### config.mk
export PLATFORM = sky130hd
export DESIGN_NAME = watchpoint_unit
export DESIGN_NICKNAME = d
export VERILOG_FILES = /design/src/hdl/watchpoint_unit.v /design/src/hdl/data_watch_match.v /design/src/hdl/resource_watch_match.v
export VERILOG_INCLUDE_DIRS = /design/src /design/src/hdl
export SDC_FILE = /design/constraint.sdc
export NUM_CORES = 2
export LEC_CHECK = 0
export BUFFER_PORTS_ARGS = -buffer_cell sky130_fd_sc_hd__buf_2
export CORE_MARGIN = 4
export CORE_UTILIZATION = 35
export DETAILED_ROUTE_END_ITERATION = 6
export REMOVE_ABC_BUFFERS = 1
export SLEW_MARGIN = 20
export SYNTH_ARGS = -nofsm -noshare
export SYNTH_HDL_FRONTEND = slang
export SYNTH_SLANG_ARGS = --single-unit
### constraint.sdc
create_clock -name pclk -period 3.9 [get_ports pclk]
set_input_delay 0 -clock pclk [delete_from_list [all_inputs] [get_ports pclk]]
set_output_delay 0 -clock pclk [all_outputs]
set_load 0.005 [all_outputs]
### src/hdl/watch_consts.vh
// Notes on behaviour
// [RL1] four data watchpoints, 32-bit first address at indices 0x50..0x53
// [RL2] four 32-bit second address registers at indices 0x60..0x63
// [RL3] one data watch control register each, indices 0x70..0x73
// [RL4] data control bits 23:16 enable per thread, reset zero
// [RL5] data control bit 2 also evaluates loads, reset zero
// [RL6] data control bit 1: 0 needs A and B, 1 needs A or B
// [RL7] data control bit 0 enables watchpoint; clear means never triggers
// [RL8] four resource watchpoints, 32-bit mask at indices 0x80..0x83
// [RL9] four 32-bit resource compare values at indices 0x90..0x93
// [RL10] one resource control register each, indices 0x9C..0x9F
// [RL11] resource control bits 23:16 thread enables, bit 0 enable, reset zero
// [RL12] resource control bit 1: 0 fires on A, 1 fires on B
// [RL13] hit records cause code 4 for data, 5 for resource
// [RL14] capture effective address on data hit, resource id on resource hit
// [RL15] simultaneous hits report a data hit before a resource hit, then the lowest-numbered watchpoint and its thread
// [RL16] data A: address at or above first; B: address at or below second
// [RL17] resource A: masked id equals value; B: masked id differs
`ifndef WATCH_CONSTS_VH
`define WATCH_CONSTS_VH

// register indices; byte address is four times the index
`define IDX_DW_FIRST 8'h50
`define IDX_DW_SECOND 8'h60
`define IDX_DW_CTRL 8'h70
`define IDX_RW_MASK 8'h80
`define IDX_RW_VALUE 8'h90
`define IDX_RW_CTRL 8'h9C
`define IDX_CAUSE 8'h15
`define IDX_CAPTURE 8'h16

// control register fields
`define CTRL_THREAD_HI 23
`define CTRL_THREAD_LO 16
`define CTRL_LOAD_BIT 2
`define CTRL_COND_BIT 1
`define CTRL_ENABLE_BIT 0
`define DW_CTRL_WMASK 32'h00FF_0007
`define RW_CTRL_WMASK 32'h00FF_0003

// cause record fields and codes
`define CAUSE_NUM_HI 17
`define CAUSE_NUM_LO 16
`define CAUSE_THR_HI 15
`define CAUSE_THR_LO 8
`define CAUSE_CODE_HI 2
`define CAUSE_CODE_LO 0
`define CAUSE_WMASK 32'h0003_FF07
`define CAUSE_DATA_WATCH 3'h4
`define CAUSE_RES_WATCH 3'h5

`define REG_RESET 32'h0000_0000

`endif

### src/hdl/watchpoint_unit.v
`timescale 1ns/1ps
`include "watch_consts.vh"

module watchpoint_unit
#(
   parameter NUM_WATCH = 4
)
(
   input wire pclk,
   input wire presetn,
   input wire psel,
   input wire penable,
   input wire pwrite,
   input wire [31:0] paddr,
   input wire [31:0] pwdata,
   output reg [31:0] prdata,
   output reg pready,
   output reg pslverr,
   input wire mem_valid,
   input wire mem_is_load,
   input wire [2:0] mem_thread,
   input wire [31:0] mem_address,
   input wire res_valid,
   input wire [2:0] res_thread,
   input wire [31:0] res_id,
   output reg debug_irq,
   output reg [31:0] debug_cause_record,
   output reg [31:0] debug_capture_value
);
   // ****************************************************************
   // register storage
   // ****************************************************************
   reg [31:0] data_watch_first_address [0:NUM_WATCH-1];
   reg [31:0] data_watch_second_address [0:NUM_WATCH-1];
   reg [31:0] data_watch_control [0:NUM_WATCH-1];
   reg [31:0] resource_watch_mask [0:NUM_WATCH-1];
   reg [31:0] resource_watch_value [0:NUM_WATCH-1];
   reg [31:0] resource_watch_control [0:NUM_WATCH-1];

   wire [NUM_WATCH-1:0] data_hit;
   wire [NUM_WATCH-1:0] res_hit;
   wire [7:0] idx;
   wire [1:0] sub;
   wire setup;
   wire wr_commit;
   wire sel_dw_first;
   wire sel_dw_second;
   wire sel_dw_ctrl;
   wire sel_rw_mask;
   wire sel_rw_value;
   wire sel_rw_ctrl;
   wire sel_cause;
   wire sel_capture;
   wire mapped;

   assign idx = paddr[9:2];
   assign sub = idx[1:0];
   assign setup = psel & ~penable;
   // refused accesses must store nothing
   assign wr_commit = psel & penable & pready & pwrite & mapped;
   assign sel_dw_first = {2'h0, idx[7:2]} == (`IDX_DW_FIRST >> 2); // [RL1]
   assign sel_dw_second = {2'h0, idx[7:2]} == (`IDX_DW_SECOND >> 2); // [RL2]
   assign sel_dw_ctrl = {2'h0, idx[7:2]} == (`IDX_DW_CTRL >> 2); // [RL3]
   assign sel_rw_mask = {2'h0, idx[7:2]} == (`IDX_RW_MASK >> 2); // [RL8]
   assign sel_rw_value = {2'h0, idx[7:2]} == (`IDX_RW_VALUE >> 2); // [RL9]
   assign sel_rw_ctrl = {2'h0, idx[7:2]} == (`IDX_RW_CTRL >> 2); // [RL10]
   assign sel_cause = idx == `IDX_CAUSE;
   assign sel_capture = idx == `IDX_CAPTURE;
   assign mapped = (paddr[31:10] == 22'h00_0000) & (paddr[1:0] == 2'h0)
                   & (sel_dw_first | sel_dw_second | sel_dw_ctrl
                      | sel_rw_mask | sel_rw_value | sel_rw_ctrl
                      | sel_cause | sel_capture);

   // ****************************************************************
   // per-watchpoint comparators
   // ****************************************************************
   genvar g;
   generate
      for (g = 0; g < NUM_WATCH; g = g + 1)
      begin : gen_watch
         data_watch_match u_data
         (
            .first_address(data_watch_first_address[g]),
            .second_address(data_watch_second_address[g]),
            .control(data_watch_control[g]),
            .mem_valid(mem_valid),
            .mem_is_load(mem_is_load),
            .mem_thread(mem_thread),
            .mem_address(mem_address),
            .hit(data_hit[g])
         );
         resource_watch_match u_res
         (
            .mask(resource_watch_mask[g]),
            .value(resource_watch_value[g]),
            .control(resource_watch_control[g]),
            .res_valid(res_valid),
            .res_thread(res_thread),
            .res_id(res_id),
            .hit(res_hit[g])
         );
      end
   endgenerate

   // ****************************************************************
   // hit priority: data before resource, lowest number first
   // ****************************************************************
   reg any_hit;
   reg [2:0] hit_code;
   reg [1:0] hit_num;
   reg [2:0] hit_thread;
   reg [31:0] hit_value;
   integer k;

   always @*
   begin
      any_hit = 1'b0;
      hit_code = `CAUSE_DATA_WATCH;
      hit_num = 2'h0;
      hit_thread = 3'h0;
      hit_value = 32'h0000_0000;
      for (k = NUM_WATCH - 1; k >= 0; k = k - 1)
      begin
         if (res_hit[k])
         begin
            any_hit = 1'b1;
            hit_code = `CAUSE_RES_WATCH; // [RL13]
            hit_num = k[1:0]; // [RL15]
            hit_thread = res_thread; // [RL15]
            hit_value = res_id; // [RL14]
         end
      end
      for (k = NUM_WATCH - 1; k >= 0; k = k - 1)
      begin
         if (data_hit[k])
         begin
            any_hit = 1'b1;
            hit_code = `CAUSE_DATA_WATCH; // [RL13]
            hit_num = k[1:0]; // [RL15]
            hit_thread = mem_thread; // [RL15]
            hit_value = mem_address; // [RL14]
         end
      end
   end

   // ****************************************************************
   // configuration registers
   // ****************************************************************
   integer i;

   always @(posedge pclk or negedge presetn)
   begin
      if (!presetn)
      begin
         for (i = 0; i < NUM_WATCH; i = i + 1)
         begin
            data_watch_first_address[i] <= `REG_RESET;
            data_watch_second_address[i] <= `REG_RESET;
            data_watch_control[i] <= `REG_RESET; // [RL4]
            resource_watch_mask[i] <= `REG_RESET;
            resource_watch_value[i] <= `REG_RESET;
            resource_watch_control[i] <= `REG_RESET; // [RL11]
         end
      end
      else if (wr_commit)
      begin
         if (sel_dw_first)
            data_watch_first_address[sub] <= pwdata; // [RL1]
         if (sel_dw_second)
            data_watch_second_address[sub] <= pwdata; // [RL2]
         if (sel_dw_ctrl)
            data_watch_control[sub] <= pwdata & `DW_CTRL_WMASK; // [RL3]
         if (sel_rw_mask)
            resource_watch_mask[sub] <= pwdata; // [RL8]
         if (sel_rw_value)
            resource_watch_value[sub] <= pwdata; // [RL9]
         if (sel_rw_ctrl)
            resource_watch_control[sub] <= pwdata & `RW_CTRL_WMASK; // [RL10]
      end
   end

   // ****************************************************************
   // cause record and capture; a hit wins over a software write
   // ****************************************************************
   always @(posedge pclk or negedge presetn)
   begin
      if (!presetn)
      begin
         debug_irq <= 1'b0;
         debug_cause_record <= `REG_RESET;
         debug_capture_value <= `REG_RESET;
      end
      else
      begin
         debug_irq <= any_hit;
         if (any_hit)
         begin
            debug_cause_record <= {14'h0000, hit_num, 5'h00, hit_thread,
                                   5'h00, hit_code}; // [RL13] [RL15]
            debug_capture_value <= hit_value; // [RL14]
         end
         else if (wr_commit)
         begin
            if (sel_cause)
               debug_cause_record <= pwdata & `CAUSE_WMASK;
            if (sel_capture)
               debug_capture_value <= pwdata;
         end
      end
   end

   // ****************************************************************
   // apb answer: one access cycle, data loaded at setup
   // ****************************************************************
   reg [31:0] next_prdata;

   always @*
   begin
      next_prdata = 32'h0000_0000;
      if (sel_dw_first)
         next_prdata = data_watch_first_address[sub];
      else if (sel_dw_second)
         next_prdata = data_watch_second_address[sub];
      else if (sel_dw_ctrl)
         next_prdata = data_watch_control[sub];
      else if (sel_rw_mask)
         next_prdata = resource_watch_mask[sub];
      else if (sel_rw_value)
         next_prdata = resource_watch_value[sub];
      else if (sel_rw_ctrl)
         next_prdata = resource_watch_control[sub];
      else if (sel_cause)
         next_prdata = debug_cause_record;
      else if (sel_capture)
         next_prdata = debug_capture_value;
   end

   always @(posedge pclk or negedge presetn)
   begin
      if (!presetn)
      begin
         pready <= 1'b0;
         pslverr <= 1'b0;
         prdata <= 32'h0000_0000;
      end
      else
      begin
         pready <= setup;
         pslverr <= setup & ~mapped;
         if (setup & ~pwrite & mapped)
            prdata <= next_prdata;
         else if (setup)
            prdata <= 32'h0000_0000;
      end
   end
endmodule

### src/hdl/data_watch_match.v
`timescale 1ns/1ps
`include "watch_consts.vh"

module data_watch_match
(
   input wire [31:0] first_address,
   input wire [31:0] second_address,
   input wire [31:0] control,
   input wire mem_valid,
   input wire mem_is_load,
   input wire [2:0] mem_thread,
   input wire [31:0] mem_address,
   output wire hit
);
   wire cond_a;
   wire cond_b;
   wire combined;
   wire op_ok;
   wire thread_ok;

   assign cond_a = mem_address >= first_address; // [RL16]
   assign cond_b = mem_address <= second_address; // [RL16]
   assign combined = control[`CTRL_COND_BIT] ? (cond_a | cond_b)
                                             : (cond_a & cond_b); // [RL6]
   assign op_ok = ~mem_is_load | control[`CTRL_LOAD_BIT]; // [RL5]
   assign thread_ok = control[`CTRL_THREAD_LO + mem_thread]; // [RL4]
   assign hit = mem_valid & control[`CTRL_ENABLE_BIT] & op_ok & thread_ok
                & combined; // [RL7]
endmodule

### src/hdl/resource_watch_match.v
`timescale 1ns/1ps
`include "watch_consts.vh"

module resource_watch_match
(
   input wire [31:0] mask,
   input wire [31:0] value,
   input wire [31:0] control,
   input wire res_valid,
   input wire [2:0] res_thread,
   input wire [31:0] res_id,
   output wire hit
);
   wire cond_a;
   wire cond_b;
   wire chosen;
   wire thread_ok;

   assign cond_a = (res_id & mask) == value; // [RL17]
   assign cond_b = ~cond_a; // [RL17]
   assign chosen = control[`CTRL_COND_BIT] ? cond_b : cond_a; // [RL12]
   assign thread_ok = control[`CTRL_THREAD_LO + res_thread]; // [RL11]
   assign hit = res_valid & control[`CTRL_ENABLE_BIT] & thread_ok
                & chosen; // [RL11]
endmodule

* Word-level counts from Yosys, hierarchy flattened
Cells that the tools add are included.
Cells by class: reductions and logical operators 15, $add $sub $neg 2, muxes and demuxes 106, order comparisons 12, equal/unequal tests 12, bitwise operators 70
Operator list (number):
- $mux W32 | 37
- $bwmux W128 | 6
- $bmux W32 S2 | 6
- $and A32 B32 Y32 | 4
- $eq A32 B32 Y1 | 4
- $ge A32 B32 Y1 | 4
- $le A32 B32 Y1 | 4
- $demux W32 S2 | 1
- $lt A32 B6 Y1 const B | 2
- $and A1 B1 Y1 | 42
- $mux W3 | 14
- $bmux W1 S5 | 8
- $mux W1 | 26
- $logic_not A22 Y1 | 1
- $eq A6 B5 Y1 const B | 3
- $eq A6 B6 Y1 const B | 3
- $eq A8 B5 Y1 const B | 2
- $mux W2 | 8
- $reduce_and A2 Y1 | 8
- $or A1 B1 Y1 | 15
- $add A5 B3 Y6 const A | 2
- $not A1 Y1 | 8
- $reduce_bool A2 Y1 | 4
- $ge A3 B3 Y1 const B | 1
- 4 further kinds | 4
Storage, ports and cells: output and inout port bits 99, bits of input ports 142, logic and storage cells 247, register bits after elaboration 867

* Logic depth before layout (Yosys ltp)
word-level depth 15, mapped depth 12

* By module
Synthesis repeated with hierarchy kept, for this count alone.
Second synthesis, totals: cells, all modules 3378, area total of the unflattened synthesis 40726.6 um^2
Modules (own cells, without submodules):
- watchpoint_unit | cells an instance 2082, sequential area each 16916.2 um^2, times used 1, area each 31164.9 um^2
- data_watch_match at gen_watch[0].u_data ... | cells an instance 232, sequential area each 0.0 um^2, times used 3, area each 1690.4 um^2
- resource_watch_match | cells an instance 93, sequential area each 0.0 um^2, times used 4, area each 683.2 um^2
- data_watch_match at gen_watch[2].u_data | cells an instance 228, sequential area each 0.0 um^2, times used 1, area each 1757.9 um^2

* Least setup slack after synthesis
OpenSTA, ideal clock, no wires.
kind register to register, start reg data_watch_first_address[96] (netlist name), end reg debug_capture_value[10], period minus slack after synthesis 3.159 ns, data arrival time 3.035 ns, slack 0.741 ns, library setup time 0.125 ns, stages on the path, launching flop included 12, path through dfrtp_1 -> ha_1 -> or3b_2 -> o2111ai_1 -> a31o_2 -> a311oi_1 -> or3_1 -> o211ai_1 -> o2111a_1 -> clkbuf_1 -> buf_2 -> mux2_2
Between the ends: word-level cells in the longest chain between the ends 7, elaborated cells between the ends (all ways) 11, those cells by class 1 x order compare; 4 x mux; 3 x bitwise; 3 x reduce/logical
Ends and longest elaborated chain:
- start: declaration | RTL line watchpoint_unit.v:33 | reg [31:0] data_watch_first_address [0:NUM_WATCH-1];
- start signal: indexed assignment | RTL line watchpoint_unit.v:157 | data_watch_first_address[i] <= `REG_RESET;
- start signal: indexed assignment | RTL line watchpoint_unit.v:168 | data_watch_first_address[sub] <= pwdata;
- $ge A32 B32 Y1 (*) | RTL line data_watch_match.v:21 | assign cond_a = mem_address >= first_address;
- $and A1 B1 Y1 or $or A1 B1 Y1 (tied branches) | RTL line data_watch_match.v:24, data_watch_match.v:23
- $mux W1 (*) | RTL line data_watch_match.v:23 | assign combined = control[`CTRL_COND_BIT] ? (cond_a | cond_b)
- $and A1 B1 Y1 (*) | RTL line data_watch_match.v:27 | assign hit = mem_valid & control[`CTRL_ENABLE_BIT] & op_ok & thread_ok
- $mux W1 | RTL line watchpoint_unit.v:135 | if (data_hit[k])
- $reduce_bool A2 Y1 (no line)
- $reduce_and A2 Y1 (no line)
- end signal: assignment | RTL line watchpoint_unit.v:191 | debug_capture_value <= `REG_RESET;
- end signal: assignment | RTL line watchpoint_unit.v:200 | debug_capture_value <= hit_value;
- end signal: assignment | RTL line watchpoint_unit.v:207 | debug_capture_value <= pwdata;
- end: declaration | RTL line watchpoint_unit.v:28 | output reg [31:0] debug_capture_value
Every way passes the cells marked *; elsewhere a longest branch is shown, timed or not. A chain may end at the register's enable or synchronous reset.

* Worst setup path in the final report
start reg data_watch_second_address[22] (netlist name), end reg debug_cause_record[9]
Between the ends: word-level cells in the longest chain between the ends 10, elaborated cells between the ends (all ways) 17, those cells by class 1 x order compare; 10 x mux; 3 x bitwise; 3 x reduce/logical
Ends and longest elaborated chain:
- start: declaration | RTL line watchpoint_unit.v:34 | reg [31:0] data_watch_second_address [0:NUM_WATCH-1];
- start signal: indexed assignment | RTL line watchpoint_unit.v:158 | data_watch_second_address[i] <= `REG_RESET;
- start signal: indexed assignment | RTL line watchpoint_unit.v:170 | data_watch_second_address[sub] <= pwdata;
- $le A32 B32 Y1 (*) | RTL line data_watch_match.v:22 | assign cond_b = mem_address <= second_address;
- $and A1 B1 Y1 or $or A1 B1 Y1 (tied branches) | RTL line data_watch_match.v:24, data_watch_match.v:23
- $mux W1 (*) | RTL line data_watch_match.v:23
- $and A1 B1 Y1 (*) | RTL line data_watch_match.v:27
- $mux W1 (4 in series) | RTL line watchpoint_unit.v:135
- $reduce_bool A2 Y1 (no line)
- $reduce_and A2 Y1 (no line)
- end signal: assignment | RTL line watchpoint_unit.v:190 | debug_cause_record <= `REG_RESET;
- end signal: assignment | RTL line watchpoint_unit.v:198 | debug_cause_record <= {14'h0000, hit_num, 5'h00, hit_thread,
- end signal: assignment | RTL line watchpoint_unit.v:205 | debug_cause_record <= pwdata & `CAUSE_WMASK;
- end: declaration | RTL line watchpoint_unit.v:27 | output reg [31:0] debug_cause_record,
Marked as above.

==> flow_summary.json <==
{
  "period_minus_slack_ps": 3670,
  "rows": 123,
  "peakVddDrop_mv": 0.324,
  "cp.depth": 11,
  "hold_class": "in2async",
  "cp_data_arrival_time_ps": 4200,
  "synth-simple-area-share": 0.0900,
  "cp-start-kind": "flip-flop",
  "htree_num_levels": 3,
  "synth_commonest_cells": "dfrtp_1 (676), mux2_2 (426), nand2_1 (363), o21ai_0 (327), inv_1 (257)",
  "yosysUniqueCellTypes": 74,
  "grt_max_degree": 90,
  "drcViolationCount": 0,
  "p_total_uw": 15600,
  "cp.required_ps": 4430,
  "max-clock-path-buffers": 3,
  "initialDrtViolationCount": 3304,
  "synth_top_family_by_area": "multiplexers",
  "dp.cells": 5265,
  "wl_per_cell_um": 28.1,
  "root_buffer": "clkbuf_16",
  "ys_ff_latch": 676,
  "end_kind": "flip-flop",
  "cp.buffers_inverters": 2,
  "cp_max_fo": 18,
  "layout-drive-gt1-share": 0.271,
  "routabilityCongestion": 0.955,
  "vias_per_cell": 5.84,
  "synth_compound_area_frac": 0.130,
  "setup_viol": 0,
  "synth-edff-count": 0,
  "grt.total_usage": 0.254,
  "synthCells": 3654,
  "portBuffers": 221,
  "final_util": 0.415,
  "synth_top_area_frac": 0.423,
  "pin_count": 241,
  "yosysSeqAreaShare": 0.423,
  "dp_hpwl_mm": 113,
  "tns_ps": 0,
  "yosysWarnings": 0,
  "fin_nets": 4349,
  "tightestPinTransition_ps": 960,
  "async_flop_share": 1.00,
  "syn_to_final_growth_pct": 17.3,
  "r2r_end": "debug_cause_record[9]",
  "cts_hold_buffers": 107,
  "wirelength_mm": 155,
  "layout.cells.non_filler": 5522,
  "crit_family": "simple AND/OR/NAND/NOR gates",
  "cts_tree": "done",
  "cts_buffers": 77,
  "synth_top_cell_by_area": "dfrtp_1",
  "die_x_um": 346,
  "finalCritPeriodShare": 0.942,
  "post-synth-top-count-cell": "dfrtp_1",
  "slowest_stage": "nor2b_1",
  "clkTransAtPathRegs_ps": 60,
  "rsz0062_at_grt": "false",
  "crit_end": "debug_cause_record[9]",
  "coreArea_mm2": 0.113,
  "cts_resized": 0,
  "synth-main-ff-cell": "dfrtp_1",
  "status": "complete, no violations",
  "dieArea_mm2": 0.120,
  "antenna_found_initial": 11,
  "overflow": 0,
  "drt_first_pass_iters": 5,
  "power.leakage_uw": 0.0230,
  "synthAdderAreaFrac": 0.0803,
  "synth_mux_area_frac": 0.226,
  "syn_avg_cell_area_um2": 10.9,
  "skew_ps": 32.9,
  "cpPeakStageDelay_ps": 560,
  "synthXorXnorAreaFrac": 0.000219,
  "post_cts_buffers": 0,
  "path_class": "reg2reg",
  "crit_chain": "inv_1 > ha_1 > nand4_1 > nor4_1 > nor2b_1 > o31a_1 > nor2_1 > o211ai_1 > o2111a_2 > buf_12 > mux2_2",
  "grt_pass1_wl_mm": 225,
  "synth_area_leaders": "dfrtp_1 (42%), mux2_2 (12%), mux4_2 (9.3%), ha_1 (8.0%), o21ai_0 (4.1%)",
  "reg2reg_from": "data_watch_second_address[22]",
  "start_util": 0.354,
  "postRouteAntennaNets": 0,
  "maxCapViolCount": 0,
  "max_freq_mhz": 272,
  "critPathLaunch": "data_watch_second_address[22]",
  "vias": 32300,
  "clk_latency_ps": 650,
  "power_density_mw_per_mm2": 332,
  "post_synth_instance_area_mm2": 0.0400,
  "die_height_um": 346,
  "first_global_vias": 32200,
  "hold_ws_ps": 23.6,
  "finalMaxSlewViolations": 0,
  "slew_headroom": 0.354,
  "rrSetupSlack_ps": 230,
  "reg2regPathDepth": 11,
  "hold_viol_final": 0,
  "clock_sinks": 676
}
[final cells by class]
| class | instances | area [um2] |
|---|---|---|
| repair buffers | 443 | 3300 |
| inverters | 258 | 968 |
| fillers | 10900 | 66000 |
| clock buffers | 116 | 2310 |
| flip-flops and latches | 676 | 16900 |
| clock inverters | 25 | 233 |
| multi-input cells | 2495 | 21300 |
| well taps | 1500 | 1880 |
| diodes | 9 | 22.5 |
[worst register-to-register path: cells and delay by family, from the launching register on]
family	cells	cell delay (ps)
compound gates	3	930
buf+inv	2	260
simple gates	4	1330
fa+ha+maj	1	290
flops	1	380
mux	1	370
[stage by stage]
step / setup slack, ps / instance area (um2)
6_report: 226 / 46900
5_1_grt: 26.7 / 46900
4_1_cts: 192 / 46900
3_5_place_dp: 202 / 43300
3_3_place_gp: 253 / 43300
2_1_floorplan: -783 / 39000
[flip-flops by register name (all words and copies together) (netlist names), 32 cells and up]
signal                     cells
resource_watch_control        40
prdata                        32
resource_watch_value         128
data_watch_second_address    128
resource_watch_mask          128
data_watch_first_address     128
debug_capture_value           32
data_watch_control            44
[worst min-delay path by stage]
| stage | slack, ps | to | startpoint | cells past startpoint |
|---|---|---|---|---|
| CTS | 20 | debug_cause_record[8] | res_thread[0] | 3 |
| global route | 100 | data_watch_second_address[44] | presetn | 2 |
| floorplan | -300 | data_watch_control[0] | presetn | 0 |
| detailed placement | 140 | data_watch_second_address[44] | presetn | 1 |
| finish | 20 | data_watch_second_address[44] | presetn | 2 |
| global placement | 150 | data_watch_first_address[99] | presetn | 1 |
[cell usage in the layout (no fill, tap or decap), types with 29 or more instances in the layout]
cell type and count:
a211oi_1 43, a21boi_0 32, a21o_1 57, a21oi_1 200, and3_1 67, and3b_1 33, buf_2 218, buf_4 96
clkbuf_16 81, dfrtp_1 676, dlygate4sd3_1 107, ha_1 256, inv_1 257, mux2_1 29, mux2_2 426, mux4_2 165
nand2_1 361, nand3_1 56, nand4_1 62, nor2_1 40, o21ai_0 327, o22a_1 32
[where the power goes]
part           leakage (uW)  switching, uW  total [uW]  internal (uW)
combinational        0.0136            769        1090            324
sequential          0.00814          0.354        7010           7010
clock               0.00126           3160        7450           4300
total                0.0230           3930       15600          11600
[cell families after synthesis]
| logic type | Yosys count |
|---|---|
| AO/OA/AOI/OAI | 844 |
| AND/OR/NAND/NOR | 734 |
| flip-flops | 676 |
| multiplexers | 640 |
| buffers and inverters | 501 |
| adder cells (fa/ha/maj) | 257 |
| other | 1 |
| XOR/XNOR | 1 |
[routing by layer]
metal  global-route usage  vias up  wire length [um]
li1                     -    14000                 -
met1                0.334    16500             63000
met2                0.395     1432             70400
met3               0.0501      341             12700
met4                0.135        0              9100
met5                    0        -                 0
(Power assumes the default switching activity.)
